==> config.mk <==
export PLATFORM = sky130hd
export DESIGN_NAME = uap_top
export DESIGN_NICKNAME = d
export VERILOG_FILES = /design/src/hdl/uap_pkg.sv /design/src/hdl/uap_top.sv
export SDC_FILE = /design/constraint.sdc
export NUM_CORES = 1
export LEC_CHECK = 0
export BUFFER_PORTS_ARGS = -buffer_cell sky130_fd_sc_hd__buf_2
export CAP_MARGIN = 20
export CORE_MARGIN = 4
export CORE_UTILIZATION = 60
export CTS_CLUSTER_SIZE = 14
export DETAILED_ROUTE_END_ITERATION = 16
export GPL_TIMING_DRIVEN = 0
export PLACE_DENSITY = 0.81
export SLEW_MARGIN = 20
export SYNTH_ARGS = -nofsm -noshare
export SYNTH_HDL_FRONTEND = slang
export SYNTH_SLANG_ARGS = --single-unit
==> constraint.sdc <==
create_clock -name pclk -period 8.63 [get_ports pclk]
set_input_delay 0.4315 -clock pclk [delete_from_list [all_inputs] [get_ports pclk]]
set_output_delay 0.4315 -clock pclk [all_outputs]
set_load 0.005 [all_outputs]
==> src/hdl/uap_pkg.sv <==
`default_nettype none
// shared constants of the serial transceiver block
package uap_pkg;
   // register byte offsets on the apb bus
   localparam logic [7:0] UAP_OFS_DATA = 8'h00;
   localparam logic [7:0] UAP_OFS_STAT = 8'h04;
   localparam logic [7:0] UAP_OFS_CTLB = 8'h08;
   localparam logic [7:0] UAP_OFS_CTLC = 8'h0c;
   localparam logic [7:0] UAP_OFS_BAUD = 8'h10;
   // status_control_a field positions
   localparam int UAP_B_RXC = 7;
   localparam int UAP_B_TXC = 6;
   localparam int UAP_B_TX_BUFFER_EMPTY_FLAG = 5;
   localparam int UAP_B_FE = 4;
   localparam int UAP_B_DOR = 3;
   localparam int UAP_B_UPE = 2;
   localparam int UAP_B_U2X = 1;
   localparam int UAP_B_ADDRESS_FILTER_MODE = 0;
   // control_b field positions
   localparam int UAP_B_RX_COMPLETE_IRQ_ENABLE = 7;
   localparam int UAP_B_TX_COMPLETE_IRQ_ENABLE = 6;
   localparam int UAP_B_TX_EMPTY_IRQ_ENABLE = 5;
   localparam int UAP_B_RXEN = 4;
   localparam int UAP_B_TXEN = 3;
   localparam int UAP_B_CSZ2 = 2;
   localparam int UAP_B_RX_NINTH_BIT = 1;
   localparam int UAP_B_TX_NINTH_BIT = 0;
   // control_c field positions
   localparam int UAP_B_EXT = 6;
   localparam int UAP_B_UPM1 = 5;
   localparam int UAP_B_UPM0 = 4;
   localparam int UAP_B_STOP_BITS_SELECT = 3;
   localparam int UAP_B_CSZ1 = 2;
   localparam int UAP_B_CSZ0 = 1;
   // reset values
   localparam logic [7:0] UAP_RST_CTLB = 8'h00;
   localparam logic [7:0] UAP_RST_CTLC = 8'h06;
   localparam logic [1:0] UAP_RST_STAT_RW = 2'h0;
   // sampling per bit, vote window
   localparam logic [4:0] UAP_SPB_NORM = 5'h10;
   localparam logic [4:0] UAP_SPB_DBL = 5'h08;
   localparam logic [4:0] UAP_VOTE_FIRST_NORM = 5'h08;
   localparam logic [4:0] UAP_VOTE_FIRST_DBL = 5'h04;
   localparam logic [4:0] UAP_VOTE_MID_NORM = 5'h09;
   localparam logic [4:0] UAP_VOTE_MID_DBL = 5'h05;
   localparam logic [4:0] UAP_SMP_FIRST = 5'h01;
   // character size encodings
   localparam logic [2:0] UAP_CSZ_9BIT = 3'h7;
   localparam logic [3:0] UAP_NBITS_9 = 4'h9;
   localparam logic [3:0] UAP_NBITS_BASE = 4'h5;
   // fifo depth
   localparam logic [1:0] UAP_FIFO_FULL = 2'h2;
   typedef enum logic [2:0] {
      UAP_RX_IDLE = 3'b000,
      UAP_RX_START = 3'b001,
      UAP_RX_DATA = 3'b010,
      UAP_RX_PAR = 3'b011,
      UAP_RX_STOP = 3'b100
   } uap_rx_state_type;
   typedef enum logic [2:0] {
      UAP_TX_IDLE = 3'b000,
      UAP_TX_START = 3'b001,
      UAP_TX_DATA = 3'b010,
      UAP_TX_PAR = 3'b011,
      UAP_TX_STOP = 3'b100
   } uap_tx_state_type;
endpackage
`default_nettype wire

==> src/hdl/uap_top.sv <==
// What this block does
// - sixteen samples per bit, eight in double speed
// - vote samples start at 8, or 4
// - middle vote sample is 9, or 5
// - bit value is two-of-three majority
// - double speed halves divider ratio 16 to 8
// - filter mode drops non-address frames
// - transmitter ignores address filter mode
// - filter inactive while extended mode set
// - frame type from stop or ninth bit
// - type one address, zero data
// - data port writes transmit, reads receive
// - unused upper bits ignored, read zero
// - data write ignored while buffer full
// - buffer moves to empty shifter, shifted out
// - receive buffer two-entry fifo advancing on access
// - receive complete while fifo holds data; flush
// - transmit complete sets at idle, clears
// - buffer empty flag, one after reset
// - empty and receive flags request interrupts
// - receive interrupt needs enable, global, flag
//
// Local design decisions: register access over APB and the register addresses.
`timescale 1ns/10ps
`default_nettype none
module uap_top
   import uap_pkg::*;
#(
   parameter int BAUD_W = 12
) (
   input wire logic pclk,
   input wire logic presetn,
   input wire logic psel,
   input wire logic penable,
   input wire logic pwrite,
   input wire logic [7:0] paddr,
   input wire logic [31:0] pwdata,
   output logic [31:0] prdata,
   output logic pready,
   output logic pslverr,
   input wire logic serial_input_pin,
   output logic serial_output_pin,
   output logic serial_output_oe,
   input wire logic global_irq_enable,
   input wire logic tx_complete_irq_ack,
   output logic rx_complete_irq,
   output logic tx_complete_irq,
   output logic tx_empty_irq
);

   // character length from size setting, 5..9
   function automatic logic [3:0] uap_nbits(input logic [2:0] csz);
      if (csz == UAP_CSZ_9BIT) begin
         return UAP_NBITS_9;
      end
      return UAP_NBITS_BASE + {2'h0, csz[1:0]};
   endfunction

   // clear data bits above the character length
   function automatic logic [8:0] uap_mask(input logic [8:0] d, input logic [3:0] n);
      logic [8:0] m;
      m = 9'h000;
      for (int i = 0; i < 9; i++) begin
         m[i] = d[i] & (4'(i) < n);
      end
      return m;
   endfunction

   // registers
   logic [7:0] ctlb_ff;
   logic [7:0] ctlc_ff;
   logic double_speed_select_ff;
   logic address_filter_mode_ff;
   logic [BAUD_W-1:0] baud_divisor_ff;
   logic tx_complete_flag_ff;
   logic overrun_flag_ff;
   // apb answer
   logic pready_ff;
   logic pslverr_ff;
   logic [31:0] prdata_ff;
   logic pop_ok_ff;
   // input synchroniser and sampling clock
   logic rxd_meta_ff;
   logic rxd_sync_ff;
   logic [BAUD_W-1:0] baud_cnt_ff;
   // receiver
   uap_rx_state_type rx_state_ff;
   logic [4:0] rx_smp_ff;
   logic [3:0] rx_idx_ff;
   logic [8:0] rx_shift_ff;
   logic [1:0] rx_vote_ff;
   logic rx_par_ff;
   logic rx_done_ff;
   logic [10:0] rx_word_ff;
   logic rx_type_ff;
   // receive fifo
   logic [10:0] fifo_mem_ff [2];
   logic fifo_wr_ff;
   logic fifo_rd_ff;
   logic [1:0] fifo_cnt_ff;
   // transmitter
   logic [8:0] tx_buf_ff;
   logic tx_buf_valid_ff;
   uap_tx_state_type tx_state_ff;
   logic [4:0] tx_smp_ff;
   logic [3:0] tx_idx_ff;
   logic [8:0] tx_shift_ff;
   logic tx_out_ff;
   logic tx_oe_ff;
   logic tx_done_ff;
   // interrupt requests
   logic rx_irq_ff;
   logic txc_irq_ff;
   logic tx_buffer_empty_flag_irq_ff;

   // configuration decode
   wire rx_enable = ctlb_ff[UAP_B_RXEN];
   wire tx_enable = ctlb_ff[UAP_B_TXEN];
   wire parity_on = ctlc_ff[UAP_B_UPM1];
   wire parity_odd = ctlc_ff[UAP_B_UPM0];
   wire ext_mode = ctlc_ff[UAP_B_EXT];
   wire [2:0] csz = {ctlb_ff[UAP_B_CSZ2], ctlc_ff[UAP_B_CSZ1], ctlc_ff[UAP_B_CSZ0]};
   wire [3:0] nbits = uap_nbits(csz);
   wire [3:0] nstops = ctlc_ff[UAP_B_STOP_BITS_SELECT] ? 4'h2 : 4'h1;
   wire [4:0] spb = double_speed_select_ff ? UAP_SPB_DBL : UAP_SPB_NORM;
   wire [4:0] vote_first = double_speed_select_ff ? UAP_VOTE_FIRST_DBL : UAP_VOTE_FIRST_NORM;
   wire [4:0] vote_mid = double_speed_select_ff ? UAP_VOTE_MID_DBL : UAP_VOTE_MID_NORM;
   wire [4:0] vote_last = vote_mid + 5'h01;
   wire filter_on = address_filter_mode_ff & ~ext_mode;

   // apb address decode
   wire is_data = (paddr == UAP_OFS_DATA);
   wire is_stat = (paddr == UAP_OFS_STAT);
   wire is_ctlb = (paddr == UAP_OFS_CTLB);
   wire is_ctlc = (paddr == UAP_OFS_CTLC);
   wire is_baud = (paddr == UAP_OFS_BAUD);
   wire mapped = is_data | is_stat | is_ctlb | is_ctlc | is_baud;
   wire access_first = psel & penable & ~pready_ff;
   wire access_done = psel & penable & pready_ff;
   wire wr_en = access_done & pwrite & mapped;
   wire data_wr = wr_en & is_data;
   wire data_pop = access_done & ~pwrite & is_data & pop_ok_ff;

   // fifo head and status view
   wire rx_complete_flag = (fifo_cnt_ff != 2'h0);
   wire [10:0] head = rx_complete_flag ? fifo_mem_ff[fifo_rd_ff] : 11'h000;
   wire rx_ninth_bit = head[10];
   wire parity_error_flag = head[9];
   wire frame_error_flag = head[8];
   wire tx_buffer_empty_flag = ~tx_buf_valid_ff;
   wire [7:0] stat_view = {rx_complete_flag, tx_complete_flag_ff, tx_buffer_empty_flag,
                           frame_error_flag, overrun_flag_ff, parity_error_flag,
                           double_speed_select_ff, address_filter_mode_ff};
   wire [7:0] ctlb_view = {ctlb_ff[7:2], rx_ninth_bit, ctlb_ff[UAP_B_TX_NINTH_BIT]};

   // read data selection
   wire [31:0] rd_mux =
      is_data ? {24'h000000, head[7:0]} :
      is_stat ? {24'h000000, stat_view} :
      is_ctlb ? {24'h000000, ctlb_view} :
      is_ctlc ? {24'h000000, ctlc_ff} :
      is_baud ? {{(32-BAUD_W){1'b0}}, baud_divisor_ff} : 32'h00000000;

   // apb answer, one wait state
   always_ff @(posedge pclk or negedge presetn) begin
      if (!presetn) begin
         pready_ff <= 1'b0;
         pslverr_ff <= 1'b0;
         prdata_ff <= 32'h00000000;
         pop_ok_ff <= 1'b0;
      end else begin
         pready_ff <= access_first;
         pslverr_ff <= access_first & ~mapped;
         prdata_ff <= access_first ? rd_mux : prdata_ff;
         pop_ok_ff <= access_first & is_data & ~pwrite & rx_complete_flag;
      end
   end

   // software writable control registers
   always_ff @(posedge pclk or negedge presetn) begin
      if (!presetn) begin
         ctlb_ff <= UAP_RST_CTLB;
         ctlc_ff <= UAP_RST_CTLC;
         double_speed_select_ff <= UAP_RST_STAT_RW[1];
         address_filter_mode_ff <= UAP_RST_STAT_RW[0];
         baud_divisor_ff <= '0;
      end else if (wr_en) begin
         if (is_ctlb) begin
            ctlb_ff <= pwdata[7:0];
         end else if (is_ctlc) begin
            ctlc_ff <= pwdata[7:0];
         end else if (is_stat) begin
            double_speed_select_ff <= pwdata[UAP_B_U2X];
            address_filter_mode_ff <= pwdata[UAP_B_ADDRESS_FILTER_MODE];
         end else if (is_baud) begin
            baud_divisor_ff <= pwdata[BAUD_W-1:0];
         end
      end
   end

   // sampling tick every divisor plus one clocks
   wire sample_tick = (baud_cnt_ff == '0);
   wire [BAUD_W-1:0] nxt_baud_cnt = sample_tick ? baud_divisor_ff : baud_cnt_ff - 1'b1;
   always_ff @(posedge pclk or negedge presetn) begin
      if (!presetn) begin
         baud_cnt_ff <= '0;
         rxd_meta_ff <= 1'b1;
         rxd_sync_ff <= 1'b1;
      end else begin
         baud_cnt_ff <= nxt_baud_cnt;
         rxd_meta_ff <= serial_input_pin;
         rxd_sync_ff <= rxd_meta_ff;
      end
   end

   // majority of two stored samples and the current one
   wire voted = (rx_vote_ff[0] & rx_vote_ff[1]) | (rxd_sync_ff & (rx_vote_ff[0] | rx_vote_ff[1]));
   wire rx_at_vote = sample_tick & (rx_smp_ff == vote_last);
   wire rx_bit_end = sample_tick & (rx_smp_ff == spb);
   wire [8:0] rx_data = uap_mask(rx_shift_ff, nbits);
   wire rx_par_bad = parity_on & ((^rx_data) ^ parity_odd ^ rx_par_ff);
   wire rx_frame_type = (nbits == UAP_NBITS_9) ? rx_shift_ff[8] : voted;

   // receiver state machine
   always_ff @(posedge pclk or negedge presetn) begin
      if (!presetn) begin
         rx_state_ff <= UAP_RX_IDLE;
         rx_smp_ff <= UAP_SMP_FIRST;
         rx_idx_ff <= 4'h0;
         rx_shift_ff <= 9'h000;
         rx_vote_ff <= 2'h3;
         rx_par_ff <= 1'b0;
         rx_done_ff <= 1'b0;
         rx_word_ff <= 11'h000;
         rx_type_ff <= 1'b0;
      end else begin
         rx_done_ff <= 1'b0;
         if (!rx_enable) begin
            rx_state_ff <= UAP_RX_IDLE; // reception dropped at once
         end else if (sample_tick) begin
            rx_smp_ff <= rx_bit_end ? UAP_SMP_FIRST : rx_smp_ff + 5'h01;
            if (rx_smp_ff == vote_first) begin
               rx_vote_ff[0] <= rxd_sync_ff;
            end
            if (rx_smp_ff == vote_mid) begin
               rx_vote_ff[1] <= rxd_sync_ff;
            end
            case (rx_state_ff)
               UAP_RX_IDLE: begin
                  if (!rxd_sync_ff) begin
                     rx_state_ff <= UAP_RX_START;
                     rx_smp_ff <= UAP_SMP_FIRST + 5'h01; // this sample is sample 1
                     rx_shift_ff <= 9'h000;
                  end else begin
                     rx_smp_ff <= UAP_SMP_FIRST;
                  end
               end
               UAP_RX_START: begin
                  if (rx_at_vote && voted) begin
                     rx_state_ff <= UAP_RX_IDLE; // noise spike rejected
                     rx_smp_ff <= UAP_SMP_FIRST;
                  end else if (rx_bit_end) begin
                     rx_state_ff <= UAP_RX_DATA;
                     rx_idx_ff <= 4'h0;
                  end
               end
               UAP_RX_DATA: begin
                  if (rx_at_vote) begin
                     rx_shift_ff[rx_idx_ff] <= voted;
                  end
                  if (rx_bit_end) begin
                     rx_idx_ff <= rx_idx_ff + 4'h1;
                     if (rx_idx_ff == nbits - 4'h1) begin
                        rx_state_ff <= parity_on ? UAP_RX_PAR : UAP_RX_STOP;
                     end
                  end
               end
               UAP_RX_PAR: begin
                  if (rx_at_vote) begin
                     rx_par_ff <= voted;
                  end
                  if (rx_bit_end) begin
                     rx_state_ff <= UAP_RX_STOP;
                  end
               end
               UAP_RX_STOP: begin
                  if (rx_at_vote) begin
                     rx_state_ff <= UAP_RX_IDLE; // next start may follow at once
                     rx_smp_ff <= UAP_SMP_FIRST;
                     rx_done_ff <= 1'b1;
                     rx_word_ff <= {rx_data[8], rx_par_bad, ~voted, rx_data[7:0]};
                     rx_type_ff <= rx_frame_type;
                  end
               end
               default: begin
                  rx_state_ff <= UAP_RX_IDLE;
               end
            endcase
         end
      end
   end

   // fifo push, kept frames only
   wire rx_keep = rx_done_ff & (rx_type_ff | ~filter_on);
   wire fifo_full = (fifo_cnt_ff == UAP_FIFO_FULL);
   wire fifo_push = rx_keep & (~fifo_full | data_pop);
   wire rx_lost = rx_keep & fifo_full & ~data_pop;
   wire [1:0] nxt_fifo_cnt = fifo_cnt_ff + {1'b0, fifo_push} - {1'b0, data_pop};

   // two-entry receive fifo, flushed when receiver off
   always_ff @(posedge pclk or negedge presetn) begin
      if (!presetn) begin
         fifo_mem_ff[0] <= 11'h000;
         fifo_mem_ff[1] <= 11'h000;
         fifo_wr_ff <= 1'b0;
         fifo_rd_ff <= 1'b0;
         fifo_cnt_ff <= 2'h0;
      end else if (!rx_enable) begin
         fifo_wr_ff <= 1'b0;
         fifo_rd_ff <= 1'b0;
         fifo_cnt_ff <= 2'h0;
      end else begin
         if (fifo_push) begin
            fifo_mem_ff[fifo_wr_ff] <= rx_word_ff;
            fifo_wr_ff <= ~fifo_wr_ff;
         end
         if (data_pop) begin
            fifo_rd_ff <= ~fifo_rd_ff;
         end
         fifo_cnt_ff <= nxt_fifo_cnt;
      end
   end

   // overrun: lost frame marked until next data read
   always_ff @(posedge pclk or negedge presetn) begin
      if (!presetn) begin
         overrun_flag_ff <= 1'b0;
      end else if (!rx_enable) begin
         overrun_flag_ff <= 1'b0;
      end else if (rx_lost) begin
         overrun_flag_ff <= 1'b1;
      end else if (data_pop) begin
         overrun_flag_ff <= 1'b0;
      end
   end

   // transmit side, independent of filter mode
   wire tx_bit_end = sample_tick & (tx_smp_ff == spb);
   wire tx_load = tx_buf_valid_ff & tx_oe_ff & (tx_state_ff == UAP_TX_IDLE);
   wire tx_take = data_wr & ~tx_buf_valid_ff;
   wire [8:0] tx_data = uap_mask(tx_shift_ff, nbits);
   wire tx_parity = (^tx_data) ^ parity_odd;

   // transmit buffer
   always_ff @(posedge pclk or negedge presetn) begin
      if (!presetn) begin
         tx_buf_ff <= 9'h000;
         tx_buf_valid_ff <= 1'b0;
      end else if (tx_take) begin
         tx_buf_ff <= {ctlb_ff[UAP_B_TX_NINTH_BIT], pwdata[7:0]};
         tx_buf_valid_ff <= 1'b1;
      end else if (tx_load) begin
         tx_buf_valid_ff <= 1'b0;
      end
   end

   // transmit shifter state machine
   always_ff @(posedge pclk or negedge presetn) begin
      if (!presetn) begin
         tx_state_ff <= UAP_TX_IDLE;
         tx_smp_ff <= UAP_SMP_FIRST;
         tx_idx_ff <= 4'h0;
         tx_shift_ff <= 9'h000;
         tx_out_ff <= 1'b1;
         tx_done_ff <= 1'b0;
      end else begin
         tx_done_ff <= 1'b0;
         if (tx_load) begin
            tx_state_ff <= UAP_TX_START;
            tx_shift_ff <= tx_buf_ff;
            tx_smp_ff <= UAP_SMP_FIRST;
            tx_out_ff <= 1'b0;
         end else if (sample_tick && tx_state_ff != UAP_TX_IDLE) begin
            tx_smp_ff <= tx_bit_end ? UAP_SMP_FIRST : tx_smp_ff + 5'h01;
            if (tx_bit_end) begin
               case (tx_state_ff)
                  UAP_TX_START: begin
                     tx_state_ff <= UAP_TX_DATA;
                     tx_idx_ff <= 4'h0;
                     tx_out_ff <= tx_data[0];
                  end
                  UAP_TX_DATA: begin
                     if (tx_idx_ff == nbits - 4'h1) begin
                        tx_state_ff <= parity_on ? UAP_TX_PAR : UAP_TX_STOP;
                        tx_out_ff <= parity_on ? tx_parity : 1'b1;
                        tx_idx_ff <= 4'h0;
                     end else begin
                        tx_idx_ff <= tx_idx_ff + 4'h1;
                        tx_out_ff <= tx_data[tx_idx_ff + 4'h1];
                     end
                  end
                  UAP_TX_PAR: begin
                     tx_state_ff <= UAP_TX_STOP;
                     tx_out_ff <= 1'b1;
                  end
                  UAP_TX_STOP: begin
                     if (tx_idx_ff == nstops - 4'h1) begin
                        tx_state_ff <= UAP_TX_IDLE;
                        tx_done_ff <= 1'b1;
                     end else begin
                        tx_idx_ff <= tx_idx_ff + 4'h1;
                     end
                  end
                  default: begin
                     tx_state_ff <= UAP_TX_IDLE;
                  end
               endcase
            end
         end
      end
   end

   // pin drive held until pending frames are sent
   always_ff @(posedge pclk or negedge presetn) begin
      if (!presetn) begin
         tx_oe_ff <= 1'b0;
      end else begin
         tx_oe_ff <= tx_enable | tx_buf_valid_ff | (tx_state_ff != UAP_TX_IDLE) | tx_load;
      end
   end

   // transmit complete: set wins over clear
   wire txc_clear = tx_complete_irq_ack | (wr_en & is_stat & pwdata[UAP_B_TXC]);
   wire txc_set = tx_done_ff & ~tx_buf_valid_ff;
   always_ff @(posedge pclk or negedge presetn) begin
      if (!presetn) begin
         tx_complete_flag_ff <= 1'b0;
      end else if (txc_set) begin
         tx_complete_flag_ff <= 1'b1;
      end else if (txc_clear) begin
         tx_complete_flag_ff <= 1'b0;
      end
   end

   // interrupt requests gated by enables
   always_ff @(posedge pclk or negedge presetn) begin
      if (!presetn) begin
         rx_irq_ff <= 1'b0;
         txc_irq_ff <= 1'b0;
         tx_buffer_empty_flag_irq_ff <= 1'b0;
      end else begin
         rx_irq_ff <= ctlb_ff[UAP_B_RX_COMPLETE_IRQ_ENABLE] & global_irq_enable & rx_complete_flag;
         txc_irq_ff <= ctlb_ff[UAP_B_TX_COMPLETE_IRQ_ENABLE] & global_irq_enable & tx_complete_flag_ff;
         tx_buffer_empty_flag_irq_ff <= ctlb_ff[UAP_B_TX_EMPTY_IRQ_ENABLE] & global_irq_enable & tx_buffer_empty_flag;
      end
   end

   // outputs
   assign prdata = prdata_ff;
   assign pready = pready_ff;
   assign pslverr = pslverr_ff;
   assign serial_output_pin = tx_out_ff;
   assign serial_output_oe = tx_oe_ff;
   assign rx_complete_irq = rx_irq_ff;
   assign tx_complete_irq = txc_irq_ff;
   assign tx_empty_irq = tx_buffer_empty_flag_irq_ff;

endmodule // uap_top
`default_nettype wire

## After elaboration in Yosys (flattened, before gate mapping)

Cells that the tools add are included.
W data, S select, Z words.

| storage, ports and cells | value |
|---|---|
| bits of input ports | 48 |
| bits in read-only memories | 0 |
| bits in registers | 181 |
| bits in latches | 0 |
| logic and storage cells | 318 |
| memories kept | 0 |
| bits in writable memories | 0 |
| output and inout port bits | 39 |

| operators by class | value |
|---|---|
| bitwise logic cells | 86 |
| add/subtract/negate cells | 11 |
| shift operators | 0 |
| div/mod/pow operators | 0 |
| mux-type cells | 88 |
| $lt $le $gt $ge | 15 |
| multipliers | 0 |
| reduce and logical (&&, ||, !) cells | 36 |
| eq/ne operators | 41 |

Operators by type and width:

| operator | number |
|---|---|
| $mux W12 | 6 |
| $mux W11 | 5 |
| $and A1 B1 Y1 | 54 |
| $mux W3 | 15 |
| $mux W4 | 9 |
| $mux W5 | 7 |
| $mux W1 | 29 |
| $bwmux W22 | 1 |
| $ne A3 B3 Y1 const B | 7 |
| $mux W9 | 2 |
| $pmux W9 S2 | 1 |
| $reduce_xor A9 Y1 | 2 |
| $eq A8 B4 Y1 const B | 2 |
| $lt A3 B4 Y1 const A | 4 |
| $reduce_and A4 Y1 | 4 |
| $eq A5 B5 Y1 | 3 |
| $not A1 Y1 | 15 |
| $pmux W3 S5 | 1 |
| $pmux W5 S3 | 1 |
| $reduce_and A5 Y1 | 3 |
| $reduce_bool A2 Y1 | 7 |
| $eq A3 B2 Y1 const B | 4 |
| $eq A4 B4 Y1 | 3 |
| $logic_not A12 Y1 | 1 |
| 48 further kinds | 91 |

## Logic depth before layout (Yosys ltp)

| logic depth | value |
|---|---|
| word-level depth | 13 |
| mapped depth | 12 |
| mapped depth without buffers | 11 |

## Least setup slack after synthesis

OpenSTA, ideal clock, no wires.

| timing | value |
|---|---|
| kind | register -> register |
| start | reg ctlc_ff[1] |
| end | reg tx_state_ff[2] |
| period minus slack after synthesis | 3.012 ns |
| path buffers | 1 |
| arrival time | 2.887 ns |
| setup slack | 5.618 ns |
| data required time | 8.505 ns |
| stages on the path, launching flop included | 11 |
| library setup time | 0.125 ns |
| cells stage by stage | dfstp_2 ha_1 clkbuf_1 nand2_1 nand2_1 ha_1 xnor2_1 a221oi_1 a31oi_1 a2111oi_4 mux2_2 |

| on the way | value |
|---|---|
| cells in the longest elaborated chain, start to end | 7 |
| elaborated cells between the ends (all ways) | 8 |
| classes of those cells | 2 x add/sub; 3 x eq/ne; 2 x mux; 1 x reduce/logical |

RTL lines:

| element | line | text |
|---|---|---|
| start: declaration | uap_top.sv:71 | `logic [7:0] ctlc_ff;` |
| start signal: assignment | uap_top.sv:191 | `ctlc_ff <= pwdata[7:0];` |
| parallel branches: the longest is 2 deep, another holds $add A3 B2 Y4 | -- |  |
| $mux W4 (*) | uap_top.sv:56 | `return UAP_NBITS_BASE + {2'h0, csz[1:0]};` |
| $sub A4 B1 Y4 (*) | uap_top.sv:393 | `if (tx_idx_ff == nbits - 4'h1) begin` |
| $eq A4 B4 Y1 (*) | uap_top.sv:393 |  |
| $ne A3 B3 Y1 (no line) (*) | -- |  |
| $reduce_and A4 Y1 (no line) (*) | -- |  |
| end signal: assignment | uap_top.sv:394 | `tx_state_ff <= parity_on ? UAP_TX_PAR : UAP_TX_STOP;` |
| end: declaration | uap_top.sv:104 | `uap_tx_state_type tx_state_ff;` |

Every way passes the cells marked *.
A chain may end at the register's enable or synchronous reset.

## Final worst setup path

Same ends and word-level chain as after synthesis.

==> impl_metrics.py <==
metrics = {
    "setup_path": {
        "endpoint_class_of_the_critical_path": "flip-flop",
        "cp_max_fo": 10,
        "worst-setup-path-type": "reg -> reg",
        "critPathLaunchType": "flip-flop",
        "worst_ep_required_time_ns": 8.94,
        "r2r.worst_path.cells": 10,
        "arrival_ns": 3.79,
    },
    "synthesis": {
        "yosysTopAreaCell": "sky130_fd_sc_hd__dfrtp_1",
        "synth_top_cells_by_area": "sky130_fd_sc_hd__dfrtp_1 (44%), sky130_fd_sc_hd__mux2_2 (11%), sky130_fd_sc_hd__o21ai_0 (3.5%)",
        "synthFlopType": "sky130_fd_sc_hd__dfrtp_1",
        "synthDistinctLibCells": 72,
        "synth-async-reset-ratio": 1.000,
        "synthesis.area_sq_mm": 0.008508,
        "synth.yosys.seq_area_share": 0.4719,
        "number_of_instances_in_the_synthesized_netlist": 812,
        "synth_enable_flop_cells": 0,
        "yosys_warnings": 0,
        "postSynthRegisterBits": 160,
        "synth.top_cell.area_share": 0.4441,
        "syn_area_per_cell_sq_um": 10.48,
    },
    "clocking": {
        "clock_tree.buffer_depth": 2,
        "ctsHtreeMaxLevel": 4,
        "ctsResizeCount": 0,
        "cts_root_buf": "sky130_fd_sc_hd__clkbuf_16",
        "cts_hold_buf": 1,
        "cts_setup_buffers": 0,
        "tritoncts.num_buffers": 17,
        "cts_sinks": 160,
        "cts.clk_slew.worst_paths_ns": 0.06,
        "clkLatencyLatePin_ns": 0.43,
        "cts_tree": "built",
    },
    "drt": {
        "vias": 6439,
        "detail-route-antenna-nets": 0,
        "vias_per_cell": 5.918,
        "drc_markers": 0,
        "drt_pass1_iterations": 7,
        "drt_iter0_drcs": 545,
        "drt-total-wl_um": 19160,
        "wire_per_inst_um": 17.61,
    },
    "die": {
        "design.core.area_sq_mm": 0.01388,
        "fp.dieW_um": 127.1,
        "overall_die_area_sq_mm": 0.01615,
        "initial_utilization": 0.6129,
        "die_height_um": 127.1,
        "rows": 43,
        "ioPinCount": 87,
    },
    "layout": {
        "drive_gt1_frac": 0.2247,
        "instances_no_fill": 1088,
        "post-route-util": 0.6926,
        "area_overhead_of_the_layout_relative_to_synthesis_pct": 13.00,
        "antenna_cells_inserted": 0,
        "fin_nets": 964,
    },
    "placement": {
        "hpwl_um": 13910,
        "dpl.cell_count": 1057,
        "place.port_buffers": 45,
        "place.gp.congestion": 0.9482,
    },
    "pwr": {
        "power_leakage_uw": 0.004488,
        "ir_drop_uv": 134.3,
        "power_density_mw_per_mm2": 174.2,
    },
    "worst_hold_path": {
        "hp-class": "in -> reg",
        "hold-path-cell-count": 1,
    },
    "timing": {
        "timing_hold_violations_final": 0,
        "clock_skew_ns": 0.01005,
        "fin_worst_hold_slack_ns": 0.1010,
        "unrepaired_setup_endpoints_after_global_routing": "no",
        "report.final.slew_viol_count": 0,
        "timing.max_slew.rel_slack": 0.3596,
        "layout_worst_path_cycle_share": 0.4031,
        "report.final.setup_viol": 0,
        "totalNegativeSetupSlack_ns": 0,
        "worst_pin_slew_ns": 0.9472,
        "final_period_minus_worst_setup_slack_ns": 3.479,
        "maxClockFrequency_mhz": 287.5,
    },
    "global_route": {
        "grt_pass1_wl_um": 31040,
        "antenna_found_initial": 0,
        "groute.usage.overall": 0.2425,
        "first_global_vias": 6228,
        "grt.overflow.total": 0,
        "grt_max_degree": 101,
    },
    "run_status": {
        "status": "finished clean",
    },
    "run": {
        "max-cap-violations": 0,
    },
}
[kinds of logic after synthesis]
family / Yosys count / synth area share
xor gates and xnor gates: 36 / 0.04191
muxes: 99 / 0.1313
and+or+nand+nor: 239 / 0.1441
DFF: 160 / 0.4719
adders and majority gates: 20 / 0.02912
buffers and inverters: 83 / 0.04735
other: 1 / 0.0004408
AOI/OAI and AO/OA: 174 / 0.1338
[registers in the layout, summed over array words and instances, names as in the netlist, 2 cells and up]
signal           count
tx_buf_ff            9
baud_cnt_ff         12
rx_word_ff          11
tx_state_ff          3
rx_vote_ff           2
fifo_cnt_ff          2
rx_state_ff          3
prdata              12
baud_divisor_ff     12
rx_idx_ff            4
fifo_mem_ff         22
rx_smp_ff            5
tx_idx_ff            4
tx_smp_ff            5
ctlb_ff              7
rx_shift_ff          9
ctlc_ff              8
tx_shift_ff          9
[Yosys cell counts (all sizes together) (5+ instances only)]
cell	number
nand2b	11
a31oi	10
nor2b	7
dfrtp	151
dfstp	9
a22o	11
a211oi	7
or4	5
o21ai	60
nand2	63
xor2	13
inv	31
o31ai	6
a21oi	36
nor3b	8
buf	25
nor3	13
mux2	81
nor2	67
a21o	6
clkbuf	26
or2	7
or3	5
nand4	8
nand3	21
xnor2	20
a221o	5
ha	19
mux2i	16
[final timing paths]
path                                        startpoint                         end  slack [ns]
worst min-delay path                  serial_input_pin       rxd_meta_ff$_DFF_PN1_        0.10
max in group asynchronous                      presetn    rx_smp_ff[0]$_DFFE_PN1P_        7.25
worst max register to register  ctlc_ff[1]$_DFFE_PN1P_  tx_state_ff[2]$_DFFE_PN0P_        5.15
worst min register to register   rxd_meta_ff$_DFF_PN1_       rxd_sync_ff$_DFF_PN1_        0.35
worst max-delay path            ctlc_ff[1]$_DFFE_PN1P_  tx_state_ff[2]$_DFFE_PN0P_        5.15
min in group asynchronous                      presetn      prdata[10]$_DFFE_PN0P_        0.52
[placed cells by master (no fill, tap or decap), drive strengths merged, types with 7 or more instances in the layout]
cell type	instances
mux2	81
dfrtp	151
ha	19
buf	71
a31oi	10
a211oi	7
xnor2	20
nor2	67
a21oi	36
nor3	13
conb	20
a22o	11
clkbuf	47
nand2	63
inv	33
xor2	13
nor3b	8
dfstp	9
o21ai	60
nand3	21
mux2i	16
nand4	8
nor2b	7
nand2b	11
or2	7
[power breakdown]
part           internal [uW]  switching, uW  total, uW
Sequential               788           37.7        826
Combinational           63.3           87.1        150
Clock                    401            297        698
[critical path, cell delays in order, from the launching register on]
cell                        delay (ns)
sky130_fd_sc_hd__dfstp_2          0.63
sky130_fd_sc_hd__ha_1             0.31
sky130_fd_sc_hd__clkbuf_1         0.34
sky130_fd_sc_hd__nand2_1          0.12
sky130_fd_sc_hd__nand2_1          0.15
sky130_fd_sc_hd__ha_1             0.29
sky130_fd_sc_hd__xnor2_1          0.14
sky130_fd_sc_hd__a221oi_1         0.29
sky130_fd_sc_hd__a31oi_1          0.24
sky130_fd_sc_hd__a2111oi_4        0.47
sky130_fd_sc_hd__mux2_2           0.39
[metal layers]
metal  GRT usage  part of all wire
met3     0.04473             0.051
met1      0.3320              0.46
met4      0.1091             0.027
met2      0.3798              0.47
met5           0                 0
[metrics by stage]
stage,worst slack (ns),cell area [sq um],total power (uW)
after CTS,5.168,9614,1684
after global routing,4.887,9614,1743
final,5.151,9614,1675
after detailed placement,5.198,9067,987.2
after global placement,4.760,9030,979.0
after floorplan,5.618,8579,932.3
[cell type report]
type / instances / area (sq um)
well taps: 180 / 225.2
clock inverters: 9 / 86.33
plain buffers: 51 / 282.8
repair buffers: 47 / 272.8
inverters: 32 / 120.1
clock buffers: 21 / 450.4
flip-flops and latches: 160 / 4015
multi-input cells: 588 / 4161
fillers: 1012 / 4267
(Power assumes the default switching activity.)
